$ cat src/bpwm_map.vh
`ifndef BPWM_MAP_VH
`define BPWM_MAP_VH

// Register byte offsets
`define BPWM_ADDR_W 8
`define BPWM_OFF_CH1_START 8'h00
`define BPWM_OFF_CH2_START 8'h04
`define BPWM_OFF_CH1_DUTY 8'h08
`define BPWM_OFF_CH2_DUTY 8'h0c
`define BPWM_OFF_MODE 8'h10
`define BPWM_OFF_BURST 8'h14
`define BPWM_OFF_STATUS 8'h18

// Start register fields: period byte and 10-bit duty
`define BPWM_PER_LSB 0
`define BPWM_PER_MSB 7
`define BPWM_DUTY_LSB 16
`define BPWM_DUTY_MSB 25
// Last timer count of a period is (period+1)*4-1, i.e. period with two ones below
`define BPWM_PER_TAIL 2'h3

// Mode register bits
`define BPWM_MODE_LP 0
`define BPWM_MODE_END 1
`define BPWM_MODE_HB 2
`define BPWM_MODE_W 3

// Burst register fields
`define BPWM_BDUTY_LSB 0
`define BPWM_BDUTY_MSB 7
`define BPWM_BCYC_LSB 8
`define BPWM_BCYC_MSB 15
`define BPWM_BURST_STEPS 256

// Status register fields
`define BPWM_ST_RUN_LSB 0
`define BPWM_ST_RUN_MSB 1
`define BPWM_ST_BACT 2
`define BPWM_ST_BREM_LSB 8
`define BPWM_ST_BREM_MSB 15
`define BPWM_ST_CNT_LSB 16
`define BPWM_ST_CNT_MSB 25

// Timing
`define BPWM_CLK_NS 5
`define BPWM_BURST_CYC_NS 5000000

// Bus answers and reset values
`define BPWM_RESP_OKAY 2'h0
`define BPWM_RESP_SLVERR 2'h2
`define BPWM_RST_PER 8'h00
`define BPWM_RST_DUTY 10'h000
`define BPWM_RST_MODE 3'h0

`endif

$ cat src/bpwm_chan.v
`timescale 1ns/1ps
`include "bpwm_map.vh"

module bpwm_chan (
  // Clock and reset
  input wire aclk,
  input wire aresetn,
  // Shared timer and channel setup
  input wire [9:0] cnt,
  input wire [9:0] duty,
  input wire run,
  input wire hold,
  // Waveform
  output reg pwm_q
);

  // High from period start until the duty count, low for the rest
  always @(posedge aclk) begin
    if (!aresetn) begin
      pwm_q <= 1'b0;
    end else begin
      pwm_q <= run & ~hold & (cnt < duty);
    end
  end

endmodule // bpwm_chan

$ cat src/bpwm_top.v
// Functional notes
// - Period lasts (period+1) times four clocks.
// - Mark lasts duty clocks, duty ten bits.
// - Waveform runs on until next start.
// - Start with period and duty zero stops.
// - Both channels share one period timer.
// - Output halts in low power, program end.
// - Start configures pin and resets timer.
// - Duty update never resets the timer.
// - Channel two blocked while half-bridge active.
// - Pins undriven until first start command.
// - Burst emits counted cycles, then releases pin.
//
// The address map and the AXI4-Lite register port were decided locally.
`timescale 1ns/1ps
`include "bpwm_map.vh"

module bpwm_top #(
  parameter integer BURST_CYCLE_CLKS = `BPWM_BURST_CYC_NS / `BPWM_CLK_NS
) (
  // Clock and reset
  input wire aclk,
  input wire aresetn,
  // AXI4-Lite write address
  input wire [7:0] s_axi_awaddr,
  input wire [2:0] s_axi_awprot,
  input wire s_axi_awvalid,
  output wire s_axi_awready,
  // AXI4-Lite write data
  input wire [31:0] s_axi_wdata,
  input wire [3:0] s_axi_wstrb,
  input wire s_axi_wvalid,
  output wire s_axi_wready,
  // AXI4-Lite write response
  output reg [1:0] s_axi_bresp,
  output reg s_axi_bvalid,
  input wire s_axi_bready,
  // AXI4-Lite read address
  input wire [7:0] s_axi_araddr,
  input wire [2:0] s_axi_arprot,
  input wire s_axi_arvalid,
  output wire s_axi_arready,
  // AXI4-Lite read data
  output reg [31:0] s_axi_rdata,
  output reg [1:0] s_axi_rresp,
  output reg s_axi_rvalid,
  input wire s_axi_rready,
  // Continuous PWM pins
  output wire [1:0] pwm_o,
  output reg [1:0] pwm_oe_n,
  // Burst PWM pin
  output reg burst_o,
  output reg burst_oe_n
);

  localparam integer STEP_RAW = BURST_CYCLE_CLKS / `BPWM_BURST_STEPS;
  // A burst step never shrinks below one clock
  localparam integer STEP_CLKS = (STEP_RAW < 1) ? 1 : STEP_RAW;
  localparam [23:0] STEP_LAST = STEP_CLKS[23:0] - 24'h00_0001;

  // Bus holding registers
  reg [7:0] awaddr_q;
  reg aw_have_q;
  reg [31:0] wdata_q;
  reg [3:0] wstrb_q;
  reg w_have_q;

  // Continuous PWM state
  reg [7:0] per_q;
  reg [19:0] duty_q;
  reg [1:0] run_q;
  reg [9:0] cnt_q;
  reg [2:0] mode_q;

  // Burst state
  reg bact_q;
  reg [7:0] bduty_q;
  reg [7:0] bcyc_q;
  reg [7:0] bphase_q;
  reg [23:0] bstep_q;

  wire wr_go;
  wire lp_hold;
  wire prog_end;
  wire hb_on;
  wire [9:0] cnt_last;
  wire [31:0] wmask;
  wire [31:0] wr_val;
  wire [7:0] nper;
  wire [9:0] nduty;
  wire start_off;
  wire step_end;
  wire bcyc_end;

  // A write commits once address and data are both held and no answer waits
  assign s_axi_awready = ~aw_have_q;
  assign s_axi_wready = ~w_have_q;
  assign s_axi_arready = ~s_axi_rvalid;
  assign wr_go = aw_have_q & w_have_q & ~s_axi_bvalid;

  assign lp_hold = mode_q[`BPWM_MODE_LP];
  assign prog_end = mode_q[`BPWM_MODE_END];
  assign hb_on = mode_q[`BPWM_MODE_HB];
  assign cnt_last = {per_q, `BPWM_PER_TAIL};

  // Register readback, shared by reads and by partial-strobe merges
  function [31:0] rd_word;
    input [7:0] a;
    begin
      rd_word = 32'h0000_0000;
      case (a)
        `BPWM_OFF_CH1_START: begin
          rd_word[`BPWM_PER_MSB:`BPWM_PER_LSB] = per_q;
          rd_word[`BPWM_DUTY_MSB:`BPWM_DUTY_LSB] = duty_q[9:0];
        end
        `BPWM_OFF_CH2_START: begin
          rd_word[`BPWM_PER_MSB:`BPWM_PER_LSB] = per_q;
          rd_word[`BPWM_DUTY_MSB:`BPWM_DUTY_LSB] = duty_q[19:10];
        end
        `BPWM_OFF_CH1_DUTY: begin
          rd_word[9:0] = duty_q[9:0];
        end
        `BPWM_OFF_CH2_DUTY: begin
          rd_word[9:0] = duty_q[19:10];
        end
        `BPWM_OFF_MODE: begin
          rd_word[`BPWM_MODE_W-1:0] = mode_q;
        end
        `BPWM_OFF_BURST: begin
          rd_word[`BPWM_BDUTY_MSB:`BPWM_BDUTY_LSB] = bduty_q;
          rd_word[`BPWM_BCYC_MSB:`BPWM_BCYC_LSB] = bcyc_q;
        end
        `BPWM_OFF_STATUS: begin
          rd_word[`BPWM_ST_RUN_MSB:`BPWM_ST_RUN_LSB] = run_q;
          rd_word[`BPWM_ST_BACT] = bact_q;
          rd_word[`BPWM_ST_BREM_MSB:`BPWM_ST_BREM_LSB] = bcyc_q;
          rd_word[`BPWM_ST_CNT_MSB:`BPWM_ST_CNT_LSB] = cnt_q;
        end
        default: begin
          rd_word = 32'h0000_0000;
        end
      endcase
    end
  endfunction

  // Decode of the mapped word addresses
  function mapped;
    input [7:0] a;
    begin
      case (a)
        `BPWM_OFF_CH1_START,
        `BPWM_OFF_CH2_START,
        `BPWM_OFF_CH1_DUTY,
        `BPWM_OFF_CH2_DUTY,
        `BPWM_OFF_MODE,
        `BPWM_OFF_BURST,
        `BPWM_OFF_STATUS: begin
          mapped = 1'b1;
        end
        default: begin
          mapped = 1'b0;
        end
      endcase
    end
  endfunction

  // Byte strobes expand to a bit mask, one lane per loop pass
  genvar gl;
  generate
    for (gl = 0; gl < 4; gl = gl + 1) begin : g_lane
      assign wmask[gl*8 +: 8] = {8{wstrb_q[gl]}};
    end
  endgenerate

  // Unstrobed lanes keep their current value, so a command sees whole fields
  assign wr_val = (rd_word(awaddr_q) & ~wmask) | (wdata_q & wmask);
  assign nper = wr_val[`BPWM_PER_MSB:`BPWM_PER_LSB];
  assign nduty = wr_val[`BPWM_DUTY_MSB:`BPWM_DUTY_LSB];
  assign start_off = (nper == `BPWM_RST_PER) && (nduty == `BPWM_RST_DUTY);

  // Write address and data channels are taken in either order
  always @(posedge aclk) begin
    if (!aresetn) begin
      awaddr_q <= 8'h00;
      aw_have_q <= 1'b0;
      wdata_q <= 32'h0000_0000;
      wstrb_q <= 4'h0;
      w_have_q <= 1'b0;
    end else begin
      if (s_axi_awvalid && !aw_have_q) begin
        awaddr_q <= s_axi_awaddr;
        aw_have_q <= 1'b1;
      end else if (wr_go) begin
        aw_have_q <= 1'b0;
      end
      if (s_axi_wvalid && !w_have_q) begin
        wdata_q <= s_axi_wdata;
        wstrb_q <= s_axi_wstrb;
        w_have_q <= 1'b1;
      end else if (wr_go) begin
        w_have_q <= 1'b0;
      end
    end
  end

  // Write response; unmapped addresses answer SLVERR and change nothing
  always @(posedge aclk) begin
    if (!aresetn) begin
      s_axi_bvalid <= 1'b0;
      s_axi_bresp <= `BPWM_RESP_OKAY;
    end else if (wr_go) begin
      s_axi_bvalid <= 1'b1;
      s_axi_bresp <= mapped(awaddr_q) ? `BPWM_RESP_OKAY : `BPWM_RESP_SLVERR;
    end else if (s_axi_bready) begin
      s_axi_bvalid <= 1'b0;
    end
  end

  // Read channel: one cycle from address to data
  always @(posedge aclk) begin
    if (!aresetn) begin
      s_axi_rvalid <= 1'b0;
      s_axi_rdata <= 32'h0000_0000;
      s_axi_rresp <= `BPWM_RESP_OKAY;
    end else if (s_axi_arvalid && !s_axi_rvalid) begin
      s_axi_rvalid <= 1'b1;
      s_axi_rdata <= rd_word(s_axi_araddr);
      s_axi_rresp <= mapped(s_axi_araddr) ? `BPWM_RESP_OKAY : `BPWM_RESP_SLVERR;
    end else if (s_axi_rready) begin
      s_axi_rvalid <= 1'b0;
    end
  end

  // Commands and the shared period timer. Starts reset the timer; duty
  // updates do not, so a running waveform changes without a glitch.
  always @(posedge aclk) begin
    if (!aresetn) begin
      per_q <= `BPWM_RST_PER;
      duty_q <= {`BPWM_RST_DUTY, `BPWM_RST_DUTY};
      run_q <= 2'b00;
      cnt_q <= 10'h000;
      mode_q <= `BPWM_RST_MODE;
      pwm_oe_n <= 2'b11;
    end else begin
      // Free-running timer wraps at the period end
      if (lp_hold) begin
        cnt_q <= cnt_q;
      end else if (run_q != 2'b00) begin
        cnt_q <= (cnt_q == cnt_last) ? 10'h000 : cnt_q + 10'h001;
      end else begin
        cnt_q <= 10'h000;
      end
      if (wr_go) begin
        case (awaddr_q)
          `BPWM_OFF_CH1_START: begin
            if (start_off) begin
              run_q[0] <= 1'b0;
            end else begin
              per_q <= nper;
              duty_q[9:0] <= nduty;
              run_q[0] <= 1'b1;
              pwm_oe_n[0] <= 1'b0;
              cnt_q <= 10'h000;
            end
          end
          `BPWM_OFF_CH2_START: begin
            if (start_off) begin
              run_q[1] <= 1'b0;
            end else if (!hb_on) begin
              per_q <= nper;
              duty_q[19:10] <= nduty;
              run_q[1] <= 1'b1;
              pwm_oe_n[1] <= 1'b0;
              cnt_q <= 10'h000;
            end
          end
          `BPWM_OFF_CH1_DUTY: begin
            if (run_q[0]) begin
              duty_q[9:0] <= wr_val[9:0];
            end
          end
          `BPWM_OFF_CH2_DUTY: begin
            if (run_q[1]) begin
              duty_q[19:10] <= wr_val[9:0];
            end
          end
          `BPWM_OFF_MODE: begin
            mode_q <= wr_val[`BPWM_MODE_W-1:0];
          end
          default: begin
            per_q <= per_q;
          end
        endcase
      end
      // Program end stops both channels; half-bridge takes channel two
      if (prog_end) begin
        run_q <= 2'b00;
      end else if (hb_on) begin
        run_q[1] <= 1'b0;
      end
    end
  end

  // One compare per channel on the shared timer
  genvar gc;
  generate
    for (gc = 0; gc < 2; gc = gc + 1) begin : g_chan
      bpwm_chan u_chan (
        .aclk(aclk),
        .aresetn(aresetn),
        .cnt(cnt_q),
        .duty(duty_q[gc*10 +: 10]),
        .run(run_q[gc]),
        .hold(lp_hold | prog_end | (hb_on & (gc == 1))),
        .pwm_q(pwm_o[gc])
      );
    end
  endgenerate

  // Burst step divider: each burst cycle is split into 256 duty steps
  assign step_end = (bstep_q == STEP_LAST);
  assign bcyc_end = step_end && (bphase_q == 8'hff);

  // Burst engine. It runs a fixed count of cycles and then lets go of the
  // pin; a new burst write restarts it from the first step.
  always @(posedge aclk) begin
    if (!aresetn) begin
      bact_q <= 1'b0;
      bduty_q <= 8'h00;
      bcyc_q <= 8'h00;
      bphase_q <= 8'h00;
      bstep_q <= 24'h00_0000;
    end else if (wr_go && (awaddr_q == `BPWM_OFF_BURST)) begin
      bduty_q <= wr_val[`BPWM_BDUTY_MSB:`BPWM_BDUTY_LSB];
      bcyc_q <= wr_val[`BPWM_BCYC_MSB:`BPWM_BCYC_LSB];
      bact_q <= (wr_val[`BPWM_BCYC_MSB:`BPWM_BCYC_LSB] != 8'h00);
      bphase_q <= 8'h00;
      bstep_q <= 24'h00_0000;
    end else if (prog_end) begin
      bact_q <= 1'b0;
      bcyc_q <= 8'h00;
    end else if (bact_q && !lp_hold) begin
      bstep_q <= step_end ? 24'h00_0000 : bstep_q + 24'h00_0001;
      if (step_end) begin
        bphase_q <= bphase_q + 8'h01;
      end
      if (bcyc_end) begin
        bcyc_q <= bcyc_q - 8'h01;
        bact_q <= (bcyc_q != 8'h01);
      end
    end
  end

  // Burst pin is driven only while a burst runs, then floats as an input
  always @(posedge aclk) begin
    if (!aresetn) begin
      burst_o <= 1'b0;
      burst_oe_n <= 1'b1;
    end else begin
      burst_o <= bact_q && !lp_hold && !prog_end && (bphase_q < bduty_q);
      burst_oe_n <= ~bact_q;
    end
  end

endmodule // bpwm_top

$ cat config.mk
export PLATFORM = sky130hd
export DESIGN_NAME = bpwm_top
export DESIGN_NICKNAME = d
export VERILOG_FILES = /design/src/bpwm_chan.v /design/src/bpwm_top.v
export VERILOG_INCLUDE_DIRS = /design/src
export SDC_FILE = /design/constraint.sdc
export NUM_CORES = 1
export LEC_CHECK = 0
export BUFFER_PORTS_ARGS = -buffer_cell sky130_fd_sc_hd__clkbuf_2
export CAP_MARGIN = 40
export CORE_MARGIN = 2
export CORE_UTILIZATION = 40
export DETAILED_ROUTE_END_ITERATION = 8
export GPL_TIMING_DRIVEN = 0
export HOLD_SLACK_MARGIN = 0.1
export PLACE_DENSITY = 0.69
export SLEW_MARGIN = 20
export SYNTH_ARGS = -nofsm -noshare
export SYNTH_HDL_FRONTEND = slang
export SYNTH_SLANG_ARGS = --single-unit
export TNS_END_PERCENT = 100
$ cat constraint.sdc
create_clock -name aclk -period 4.7 [get_ports aclk]
set_input_delay 0.235 -clock aclk [delete_from_list [all_inputs] [get_ports aclk]]
set_output_delay 0.235 -clock aclk [all_outputs]
set_load 0.01 [all_outputs]
==> reports/metrics.cfg <==
[outcome]
status = finished, final reports clean

[grt]
antenna_found_initial = 0
grt_max_degree = 21
gr-total-overflow = 0
grt_pass1_wl_um = 55900
track_usage_pct = 28.1
grt_pass1_vias = 9646

[synth]
synth_ff_type = dfxtp_1
seq_area_frac_synth_pct = 34.8
synth_top_cell_by_area = dfxtp_1
yosysWarnings = 0
synth.cell_area_um2 = 9680
syn_avg_cell_area_um2 = 7.84
synth_cells = 1235
yosys.area.top_type_share_pct = 34.8
synth_edf_count = 0
synthTopCellsByArea = dfxtp_1, nand2_1, nor2_1
synth_cell_type_count = 74
synth.ff_latch_count = 168
async_flop_share_pct = 0

[die]
die_w_um = 160
die_h_um = 160
dieArea_um2 = 25500
fp.coreArea_um2 = 23600
initial_core_util_pct = 41.0
rows = 56
io_pins = 112

[routing]
dr.first_iter.drc_count = 1257
drc = 0
routed_wl_um = 36100
first_pass_iters = 6
post_drt_wl_per_cell_um = 20.8
antenna_left = 0
vias = 10300
vias_per_cell = 5.92

[cells_and_area]
insertedDiodeCount = 0
mostFrequentLayoutCell = nand2_1
nets = 1497
post-route-util_pct = 49.4
drive_gt1_share_pct = 13.2
syn2layout_area_growth_pct = 20.5
most-common-layout-cells = nand2_1, dfxtp_1, nor2_1, clkbuf_2, a21oi_1

[clocking]
clock_path_buffers = 2
clk_latency_ns = 0.45
cts_sinks = 168
cts_tree = yes
clk_pin_slew_worst_paths_ns = 0.07
htree_num_levels = 4
root_buffer = clkbuf_16
cts_resized = 0
cts_made_buffers = 17

[pwr]
power_frac_comb_pct = 12.1
p_sw_w = 0.00102
ir_worst_vdd_mv = 0.192
powerDensity_nw_per_um2 = 287
switching_share_pct = 30.5
power.total_w = 0.00334
p_int_w = 0.00232
power_frac_seq_pct = 44.4
leakagePower_nw = 4.32
clkPwrFrac_pct = 43.5

[timing]
period_minus_slack_ns = 3.91
hold_viol = 0
finalMaxSlewViolations = 0
finalSetupTns_ns = 0
setup_viol = 0
finClkSkew_ns = 0.0170
fmax_ghz = 0.256
min_period_over_period_pct = 83.1
slew-limit-headroom_pct = 42.8
rsz0062_at_grt = false
worstMarginPinSlew_ns = 0.855

[setup_path]
crit_chain = or3_1 -> clkbuf_1 -> nor2_1 -> a221oi_1 -> o2111ai_1 -> nor4_4 -> nand3_1 -> o311ai_1
crit_buf_inv = 1
critPathTopFamily = compound AO/OA/AOI/OAI gates
endpoint_kind = flip-flop
crit_slowest_cell = a221oi_1
start_kind = flip-flop
slowest_delay_ns = 0.76
worstPathArrival_ns = 4.25
critPathMaxFanout = 10
critPathKind = reg -> reg
required_ns = 5.04

[placed_design]
numPortBuffers = 89
gp_congestion = 0.992
hpwl_um = 26500

[hold_path]
min_path_type = in -> reg

[flow_run]
max_cap_viol_count = 0

==> layout make-up <==
type | instances | area, um^2
Fill cell | 2313 | 11900
Multi-Input combinational cell | 943 | 5790
Sequential cell | 168 | 3360
Timing Repair Buffer | 140 | 931
Clock buffer | 17 | 425
Tap cell | 319 | 399
Buffer | 84 | 382
Clock inverter | 15 | 193
Inverter | 47 | 176
==> power groups by stage <==
stage                     sequential, W  combinational, W  clock [W]
final                           0.00148          0.000405    0.00145
after global placement          0.00151          0.000360          0
after floorplan                 0.00151          0.000232          0
after CTS                       0.00148          0.000391    0.00147
after global routing            0.00149          0.000433    0.00153
after detailed placement        0.00152          0.000363          0
==> cells in the mapped netlist, drive strengths merged (6+ instances only) <==
cell       n
a211oi    18
a21o      17
a21oi     73
a221oi    14
a22oi     26
a31oi      9
a32oi     12
and3      17
buf       25
clkbuf    59
dfxtp    168
ha        31
inv       47
mux2       9
mux2i     34
nand2    195
nand2b    14
nand3     45
nand4     25
nor2     111
nor2b      9
nor3      51
nor4      17
o21ai     55
o22ai      6
o2bb2ai    6
o311ai     6
or3       15
xnor2     20
xor2      26
==> metrics by stage <==
stage                     cells  setup WS (ns)  hold WS (ns)  area, um^2
after floorplan            1242           2.06         0.335        9700
after global placement     1650          0.925         0.428       10500
final                      1733          0.794         0.192       11700
after global routing       1733          0.614         0.218       11700
after detailed placement   1656          0.957         0.429       10600
after CTS                  1731          0.952         0.187       11600
==> repair_timing <==
item,4_1_cts,5_1_grt
hold buffers,43,0
endpoints found under the hold margin,42,0
buffers inserted,0,0
==> kinds of logic (layout without fill, tap and decap cells) <==
| kind of cell | Yosys count | count (layout) | synth area share (%) |
|---|---|---|---|
| other cells | 1 | 8 | 0.0387 |
| fa+ha+maj | 31 | 31 | 4.01 |
| mux | 43 | 43 | 4.56 |
| buf+inv | 131 | 303 | 5.77 |
| flops | 168 | 168 | 34.8 |
| xor+xnor | 46 | 46 | 4.16 |
| compound gates | 290 | 290 | 20.4 |
| simple gates | 525 | 525 | 26.3 |
==> worst register-to-register path, stage by stage, from the launching register on <==
cell       delay, ns
dfxtp_1         0.36
or3_1           0.19
clkbuf_1        0.43
nor2_1          0.21
a221oi_1        0.76
o2111ai_1       0.48
nor4_4          0.61
nand3_1         0.40
o311ai_1        0.37
==> path summary, 6_finish.rpt <==
path	startpoint	to	slack (ns)	cells after the start
setup / recovery	awaddr_q[5]	duty_q[3]	0.79	8
hold / removal	aresetn	run_q[0]	0.19	3
setup reg to reg	awaddr_q[5]	duty_q[3]	0.79	8
hold reg to reg	pwm_oe_n[1]	pwm_oe_n[1]	0.46	2
==> flip-flops by register name, indices dropped and copies added (netlist names), 3 cells and up <==
signal	flops
wdata_q	26
duty_q	20
bstep_q	24
per_q	8
s_axi_rdata	26
cnt_q	10
bcyc_q	8
wstrb_q	4
awaddr_q	8
bduty_q	8
bphase_q	8
mode_q	3
==> per-layer routing <==
metal / vias to the layer above / GRT usage, % / share of wire [%]
met5: - / 0 / 0
li1: 4764 / - / -
met4: 0 / 11.7 / 4.4
met3: 128 / 5.73 / 8.9
met1: 4810 / 38.0 / 44
met2: 555 / 43.5 / 43
(Power assumes the default switching activity.)
